`config.mk`:
```
export PLATFORM = sky130hd
export DESIGN_NAME = rac_reg_bank
export DESIGN_NICKNAME = d
export VERILOG_FILES = /design/src/rtl/rac_pkg.sv /design/src/rtl/rac_reg_bank.sv
export SDC_FILE = /design/constraint.sdc
export NUM_CORES = 1
export LEC_CHECK = 0
export BUFFER_PORTS_ARGS = -buffer_cell sky130_fd_sc_hd__buf_2
export CAP_MARGIN = 20
export CELL_PAD_IN_SITES_DETAIL_PLACEMENT = 0
export CELL_PAD_IN_SITES_GLOBAL_PLACEMENT = 1
export CORE_MARGIN = 1
export CORE_UTILIZATION = 28
export DETAILED_ROUTE_END_ITERATION = 10
export GPL_TIMING_DRIVEN = 0
export PLACE_DENSITY = 0.84
export SETUP_SLACK_MARGIN = 0.5
export SLEW_MARGIN = 25
export SYNTH_ARGS = -nofsm -noshare
export SYNTH_HDL_FRONTEND = slang
export SYNTH_SLANG_ARGS = --single-unit
export TNS_END_PERCENT = 5
```
`constraint.sdc`:
```
create_clock -name sys_clk_i -period 2.8 [get_ports sys_clk_i]
set_input_delay 0.28 -clock sys_clk_i [delete_from_list [all_inputs] [get_ports sys_clk_i]]
set_output_delay 0.28 -clock sys_clk_i [all_outputs]
set_load 0.01 [all_outputs]
```
`src/rtl/rac_pkg.sv`:
```
package rac_pkg;

  // register indices inside the bank (word addresses)
  localparam logic [2:0] IDX_CTRL      = 3'h0;
  localparam logic [2:0] IDX_STATUS    = 3'h1;
  localparam logic [2:0] IDX_CMD       = 3'h2;
  localparam logic [2:0] IDX_CLR_ALIAS = 3'h3;
  localparam logic [2:0] IDX_SET_ALIAS = 3'h4;
  localparam logic [2:0] IDX_DBGCTRL   = 3'h5;

  // implemented (non-reserved) bit masks
  localparam logic [31:0] CTRL_MASK    = 32'h0000_00ff;
  localparam logic [31:0] STATUS_MASK  = 32'h0000_ffff;
  localparam logic [31:0] CMD_MASK     = 32'h0000_000f;
  localparam logic [31:0] SHARED_MASK  = 32'h0000_ffff;
  localparam logic [31:0] DBGCTRL_MASK = 32'h0000_0001;

  // values after reset
  localparam logic [31:0] CTRL_RST     = 32'h0000_0000;
  localparam logic [31:0] SHARED_RST   = 32'h0000_0000;
  localparam logic [31:0] DBGCTRL_RST  = 32'h0000_0000;

  typedef struct packed {
    logic        wr;
    logic        rd;
    logic        set_wr;
    logic [2:0]  addr;
    logic [31:0] wdata;
  } rac_req_t;

endpackage

```
`src/rtl/rac_reg_bank.sv`:
```
`timescale 1ns/1ns
`default_nettype none
module rac_reg_bank (
  // clock and resets
  input  wire logic             sys_clk_i,
  input  wire logic             rst_i,
  input  wire logic             swrst_i,
  // primary access port
  input  wire rac_pkg::rac_req_t req_i,
  // second write port, clear alias only
  input  wire logic             clr_wr_i,
  input  wire logic [31:0]      clr_wdata_i,
  // read data
  output logic [31:0]           rdata_o,
  // block side
  input  wire logic [31:0]      status_i,
  output logic [31:0]           ctrl_o,
  output logic [31:0]           shared_o,
  output logic [31:0]           cmd_o,
  output logic                  cmd_stb_o,
  output logic [31:0]           dbgctrl_o
);

  logic [31:0] ctrl_r;
  logic [31:0] ctrl_nxt;
  logic [31:0] shared_r;
  logic [31:0] shared_nxt;
  logic [31:0] dbg_r;
  logic [31:0] dbg_nxt;
  logic [31:0] cmd_r;
  logic        cmd_stb_r;
  logic [31:0] rdata_r;
  logic [31:0] rdata_nxt;

  ////////////////////////////////////////////////////////////////////////////
  // address decode
  wire wr_ctrl = req_i.wr && req_i.addr == rac_pkg::IDX_CTRL;
  wire wr_cmd  = req_i.wr && req_i.addr == rac_pkg::IDX_CMD;
  wire wr_dbg  = req_i.wr && req_i.addr == rac_pkg::IDX_DBGCTRL;
  wire wr_setp = req_i.wr && req_i.addr == rac_pkg::IDX_SET_ALIAS;
  wire wr_clrp = req_i.wr && req_i.addr == rac_pkg::IDX_CLR_ALIAS;

  // reserved bits are dropped on the way in, so they can never read back
  wire [31:0] wmask_ctrl = req_i.wdata & rac_pkg::CTRL_MASK;
  wire [31:0] set_bits   = (wr_setp || req_i.set_wr) ?
                           (req_i.wdata & rac_pkg::SHARED_MASK) : 32'h0;
  // the clear alias can arrive from the main port or the second port
  wire [31:0] clr_bits   = ((wr_clrp ? req_i.wdata : 32'h0) |
                           (clr_wr_i ? clr_wdata_i : 32'h0)) &
                           rac_pkg::SHARED_MASK;

  // clear applied after set so clear wins; zeros touch nothing
  assign shared_nxt = (shared_r | set_bits) & ~clr_bits;
  assign ctrl_nxt   = wr_ctrl ? wmask_ctrl : ctrl_r;
  assign dbg_nxt    = wr_dbg ? (req_i.wdata & rac_pkg::DBGCTRL_MASK) : dbg_r;

  // only the implemented status bits are visible; the rest read zero
  wire [31:0] status_vis = status_i & rac_pkg::STATUS_MASK;
  wire [31:0] cmd_nxt    = wr_cmd ? (req_i.wdata & rac_pkg::CMD_MASK) :
                           cmd_r;

  ////////////////////////////////////////////////////////////////////////////
  // read mux
  always_comb begin
    rdata_nxt = 32'h0;
    case (req_i.addr)
      rac_pkg::IDX_CTRL:      rdata_nxt = ctrl_r;
      rac_pkg::IDX_STATUS:    rdata_nxt = status_vis;
      rac_pkg::IDX_CMD:       rdata_nxt = 32'h0;
      rac_pkg::IDX_CLR_ALIAS: rdata_nxt = shared_r;
      rac_pkg::IDX_SET_ALIAS: rdata_nxt = shared_r;
      rac_pkg::IDX_DBGCTRL:   rdata_nxt = dbg_r;
      default:                rdata_nxt = 32'h0;
    endcase
  end

  ////////////////////////////////////////////////////////////////////////////
  // storage
  always_ff @(posedge sys_clk_i) begin
    if (rst_i || swrst_i) begin
      ctrl_r   <= rac_pkg::CTRL_RST;
      shared_r <= rac_pkg::SHARED_RST;
    end else begin
      ctrl_r   <= ctrl_nxt;
      shared_r <= shared_nxt;
    end
  end

  // debug control survives the peripheral software reset
  always_ff @(posedge sys_clk_i) begin
    if (rst_i) begin
      dbg_r <= rac_pkg::DBGCTRL_RST;
    end else begin
      dbg_r <= dbg_nxt;
    end
  end

  always_ff @(posedge sys_clk_i) begin
    if (rst_i || swrst_i) begin
      cmd_r     <= 32'h0;
      cmd_stb_r <= 1'b0;
      rdata_r   <= 32'h0;
    end else begin
      cmd_r     <= cmd_nxt;
      cmd_stb_r <= wr_cmd;
      rdata_r   <= req_i.rd ? rdata_nxt : rdata_r;
    end
  end

  assign rdata_o   = rdata_r;
  assign ctrl_o    = ctrl_r;
  assign shared_o  = shared_r;
  assign cmd_o     = cmd_r;
  assign cmd_stb_o = cmd_stb_r;
  assign dbgctrl_o = dbg_r;

  // helper terms for the properties below; only quiet_alias is shared by two
  wire quiet_alias = set_bits == 32'h0 && clr_bits == 32'h0;
  wire rd_alias    = req_i.rd &&
                     (req_i.addr == rac_pkg::IDX_SET_ALIAS ||
                      req_i.addr == rac_pkg::IDX_CLR_ALIAS);
  wire rd_status   = req_i.rd && req_i.addr == rac_pkg::IDX_STATUS;
  wire rd_unmapped = req_i.rd && req_i.addr > rac_pkg::IDX_DBGCTRL;
  wire wr_status   = req_i.wr && req_i.addr == rac_pkg::IDX_STATUS;
endmodule
`default_nettype wire

```
==> results_dict.tcl, run 1 <==
set metrics [dict create \
    status "finished clean" \
    area_growth_pct 40.8 \
    cp-start-kind "primary input" \
    synth-seq-area-share_pct 29.0 \
    cts_setup_buffers 0 \
    synth_common_cells "buf_4, dfxtp_1, nand2_1" \
    route.detailed.drc 0 \
    peakVddDrop_mv 0.272 \
    cts_buffer_depth 2 \
    avgSynthCellArea_um2 8.62 \
    root_buffer "clkbuf_16" \
    synth_top_cell_area_share_pct 29.0 \
    antenna_found_initial 0 \
    fmax_ghz 0.643 \
    synth-edff-count 0 \
    synth_cell_type_count 36 \
    setup_violations 0 \
    cts_tree "done" \
    port-buffer-count 99 \
    drtIter0Drc 98 \
    cts_sinks 46 \
    synth_ff_type "dfxtp_1" \
    multiInputGateArea_um2 1650 \
    place_congestion 0.735 \
    synth.area.top_cells "dfxtp_1, buf_4, mux2_2, nand2_1, a221oi_2" \
    die_height_um 109 \
    drv_cap 0 \
    drive_above_1_share_pct 44.7 \
    grt_pass1_vias 2502 \
    syn_area_um2 3180 \
    vias 2906 \
    clk_pin_slew_worst_paths_ns 0.06 \
    cp.required_ns 2.99 \
    grt_max_degree 15 \
    start_util_pct 29.1 \
    worst-path-max-fanout 10 \
    arrival_ns 1.75 \
    relSlewSlack_pct 60.4 \
    grt_setup_unrepaired "no" \
    rows 38 \
    overflow 0 \
    max_slew.worst_pin.slew_ns 0.594 \
    place_inst 722 \
    cts_buffers 5 \
    fill_cells 1109 \
    pin_count 267 \
    fin_nets 695 \
    antenna_cells 0 \
    clock_skew_ns 0.00369 \
    end_kind "flip-flop" \
    wl_mm 9.14 \
    clock_latency_ns 0.28 \
    layout_min_cycle_time_ns 1.55 \
    ant_nets 0 \
    critPathKind "in -> reg" \
    fin_tns_setup_ns 0 \
    wl_per_cell_um 12.5 \
    hpwl_mm 7.27 \
    core-area_um2 10900 \
    slew_violations 0 \
    die-area_um2 11800 \
    die_x_um 109 \
    ys_seq_elements 46 \
    finalCritPeriodShare_pct 55.5 \
    cts_hold_buf 0 \
    htreeDepth 2 \
    via_per_inst 3.98 \
    final-seq-area_um2 921 \
    power.density_nw_per_um2 421 \
    drtPass1Iterations 4 \
    leakage_nw 2.32 \
    grt_use_total_pct 14.9 \
    hold_viol_final 0 \
    yosysWarnings 0 \
    synth_cells 369 \
    fin_cells 730 \
    power_w 0.00188 \
    synthArstFlopShare_pct 0 \
    grt_pass1_wl_mm 13.3 \
    synth.most_common_cell "buf_4" \
    hp-class "in -> reg" \
    synth_top_cell_by_area "dfxtp_1" \
    cts_resized 0 \
]
[power by group]
group | switching (W) | total [W] | leakage [nW] | internal, W
sequential | 0.0000140 | 0.000684 | 0.373 | 0.000670
clock | 0.000253 | 0.000789 | 0.0971 | 0.000536
combinational | 0.000213 | 0.000409 | 1.85 | 0.000196
total | 0.000481 | 0.00188 | 2.32 | 0.00140
[metrics by stage]
stage | setup slack, ns | area, µm² | util [%] | hold WS, ns
after CTS | 1.22 | 4480 | 40.9 | 0.180
after floorplan | 1.36 | 3610 | - | 0.352
final | 1.25 | 4480 | 40.9 | 0.190
after global placement | 0.993 | 4280 | 39.1 | 0.457
after global routing | 1.12 | 4480 | 40.9 | 0.182
after detailed placement | 0.948 | 4280 | 39.1 | 0.465
[critical path, cell delays in order]
cell and delay, ns:
buf_2 0.12, nor2_1 0.35, clkbuf_1 0.52, o211ai_1 0.26
a221oi_4 0.22
[layout by cell type, fill, tap and decap left out, types with 2 or more instances in the layout]
cell / n
clkbuf_1: 10
mux2_2: 16
clkbuf_16: 5
buf_4: 118
inv_1: 16
a22oi_1: 7
buf_6: 2
mux2i_1: 6
a221oi_1: 14
nor2_1: 14
a31oi_1: 8
bufinv_16: 2
buf_2: 105
o21ai_0: 14
dfxtp_1: 46
a21oi_1: 8
conb_1: 115
nand2_1: 40
o211ai_1: 16
a221oi_2: 9
[registers in the layout, summed over array words and instances, names as in the netlist]
| signal | flops |
|---|---|
| cmd_o | 4 |
| shared_o | 16 |
| cmd_stb_o | 1 |
| ctrl_o | 8 |
| dbgctrl_o | 1 |
| rdata_o | 16 |
[final timing paths]
kind	from	endpoint	slack (ns)	cells after the start
hold / removal	req_i[14]	shared_o[14]	0.19	2
setup / recovery	rst_i	shared_o[9]	1.25	5
setup reg to reg	shared_o[13]	rdata_o[13]	1.67	3
hold reg to reg	ctrl_o[1]	ctrl_o[1]	0.48	2
[metal layers]
layer / up-vias / global-route usage, % / wire length (µm)
met4: 0 / 3.57 / 100
li1: 1490 / - / -
met2: 137 / 25.9 / 4320
met3: 8 / 3.25 / 715
met5: - / 0 / 0
met1: 1271 / 18.5 / 4000
[logic make-up after synthesis]
family	synth area share, %
AO/OA/AOI/OAI	20.4
buffers and inverters	32.7
flip-flops	29.0
multiplexers	7.56
other	0.118
AND/OR/NAND/NOR	10.3
[cell type report]
cell class              instances  share of cell area [%]
plain buffers                 136                    21.8
flip-flops and latches         46                    20.6
inverters                      17                    1.43
repair buffers                 99                    11.1
multi-input cells             284                    36.8
clock buffers                   6                    3.10
well taps                     140                    3.91
clock inverters                 2                    1.34
(Power assumes the default switching activity.)
==> run 2, diff against run 1 <==
ABC_AREA = 1   (was not set)
CORE_UTILIZATION = 24   (was 28)
PLACE_DENSITY = 0.77   (was 0.84)
clock period = 1.6 ns   (was 2.8 ns; I/O delays follow)
==> results_dict.tcl, run 2 <==
set metrics [dict create \
    cts_hold_buf 0 \
    drtPass1Iterations 4 \
    grt_setup_unrepaired "no" \
    fin_tns_setup_ns 0 \
    overflow 0 \
    crit_buf_inv 1 \
    grt_pass1_vias 2411 \
    pin_count 267 \
    port-buffer-count 98 \
    grt_max_degree 14 \
    start_util_pct 24.8 \
    hpwl_mm 7.17 \
    cts_tree "done" \
    grt_pass1_wl_mm 12.3 \
    yosysWarnings 0 \
    cts_sinks 46 \
    core-area_um2 12100 \
    hold_viol_final 0 \
    ys_seq_elements 46 \
    crit_path_cell_trace "buf_2" \
    grt_use_total_pct 12.2 \
    critPathKind "reg -> out" \
    post-place-ws_ns 0.204 \
    drtIter0Drc 99 \
    ant_nets 0 \
    htreeDepth 2 \
    antenna_cells 0 \
    synth_cells 413 \
    worst-path-max-fanout 3 \
    root_buffer "clkbuf_16" \
    setup_violations 0 \
    synth-seq-area-share_pct 30.7 \
    status "finished clean" \
    synth_top_cell_area_share_pct 30.7 \
    leakage_nw 2.35 \
    r2r_start "ctrl_o[0]" \
    clk_pin_slew_worst_paths_ns 0.06 \
    peakVddDrop_mv 0.480 \
    die_height_um 114 \
    via_per_inst 3.54 \
    cts_buffers 5 \
    slew_violations 0 \
    cp-start-kind "flip-flop" \
    cp.required_ns 1.44 \
    cts_setup_buffers 0 \
    synth_top_cell_by_area "dfxtp_1" \
    drv_cap 0 \
    synth.most_common_cell "buf_4" \
    synth.area.top_cells "dfxtp_1, buf_4, nand2_1, nor2_1, a21oi_1" \
    clock_skew_ns 0.00844 \
    synth_common_cells "buf_4, nand2_1, dfxtp_1" \
    startpoint "shared_o[6]" \
    synth_ff_type "dfxtp_1" \
    finalCritPeriodShare_pct 63.7 \
    avgSynthCellArea_um2 7.27 \
    fill_cells 1335 \
    cts_buffer_depth 2 \
    layout_min_cycle_time_ns 1.02 \
    area_growth_pct 43.1 \
    cpMaxStageDelayCell "dfxtp_1" \
    drive_above_1_share_pct 38.4 \
    place_congestion 0.785 \
    fin_nets 738 \
    rows 40 \
    die-area_um2 13000 \
    vias 2833 \
    cp_top_family "flip-flops" \
    arrival_ns 0.86 \
    synth_cell_type_count 26 \
    fmax_ghz 0.982 \
    final_cell_mix "buf_4, conb_1, buf_2" \
    die_x_um 114 \
    hold_start "rst_i" \
    hp-class "in -> reg" \
    synthArstFlopShare_pct 0 \
    worst_path_largest_cell_delay_ns 0.40 \
    antenna_found_initial 0 \
    power.density_nw_per_um2 701 \
    layout_setup_ws_ns 0.582 \
    synth-edff-count 0 \
    clock_latency_ns 0.28 \
    end_kind "output port" \
    route.detailed.drc 0 \
    wl_per_cell_um 10.5 \
    syn_area_um2 3000 \
    layout_commonest_cell "buf_4" \
    wl_mm 8.38 \
]
-- run 2: cell count changes in the layout (fill, tap and decap cells not counted), moves of 6 or more --
cell,previous run,this run
a21oi_1,8,31
a31oi_1,8,0
nand2_1,40,95
nor2_1,14,45
mux2_2,16,0
nand3_1,0,10
mux2i_1,6,0
a22oi_1,7,16
a221oi_2,9,0
o211ai_1,16,0
inv_1,16,7
a221oi_1,14,0
-- run 2: path summary, 6_finish.rpt --
path                                     end  slack (ns)  cells after the start
worst min-delay path            dbgctrl_o[0]        0.07                      2
worst min register to register   rdata_o[10]        0.47                      2
worst max register to register    rdata_o[0]        0.72                      4
worst max-delay path             shared_o[6]        0.58                      1
-- run 2: through the flow --
step           area (µm²)  power (W)  instances  hold slack, ns  utilization [%]
5_1_grt              4300    0.00316        801          0.0652             35.5
4_1_cts              4300    0.00303        801          0.0540             35.5
3_5_place_dp         4130    0.00187        793           0.351             34.1
3_3_place_gp         4130    0.00187        793           0.346             34.1
6_report             4300    0.00301        801          0.0656             35.5
2_1_floorplan        3430    0.00172        527           0.238                -
-- run 2: routing by layer --
| layer | track usage, % | part of all wire [%] | vias up |
|---|---|---|---|
| met5 | 0 | 0 | - |
| li1 | - | - | 1527 |
| met3 | 3.29 | 7.4 | 8 |
| met4 | 3.38 | 1.0 | 0 |
| met2 | 21.9 | 51 | 101 |
| met1 | 14.1 | 41 | 1197 |
-- run 2: power by group --
part	switching, W	internal, W	leakage [nW]
combinational	0.000350	0.000322	1.90
sequential	0.0000174	0.00117	0.372
clock	0.000419	0.000739	0.0781
total	0.000786	0.00223	2.35
-- run 2: timing repair --
action / CTS / global route
resized for setup: 1 / 1
setup endpoints to repair: 2 / 10
hold endpoints to repair: 0 / 0
-- run 2: cell type report --
class	count	area [µm²]	area share (%)
plain buffers	131	978	22.8
multi-input cells	340	1500	34.8
clock inverters	1	30.0	0.699
inverters	10	40.0	0.932
repair buffers	98	490	11.4
well taps	168	210	4.89
flip-flops and latches	46	921	21.4
clock buffers	7	133	3.09
-- run 2: worst register-to-register path: cells and delay by family, from the launching register on --
family / cells / cell delay, ns
compound gates: 2 / 0.25
flops: 1 / 0.33
simple gates: 2 / 0.16
-- run 2: cell families after synthesis --
group,after synthesis,synth area share [%]
other,1,0.125
flip-flops,46,30.7
buffers and inverters,141,33.8
AO/OA/AOI/OAI,64,12.7
AND/OR/NAND/NOR,161,22.7
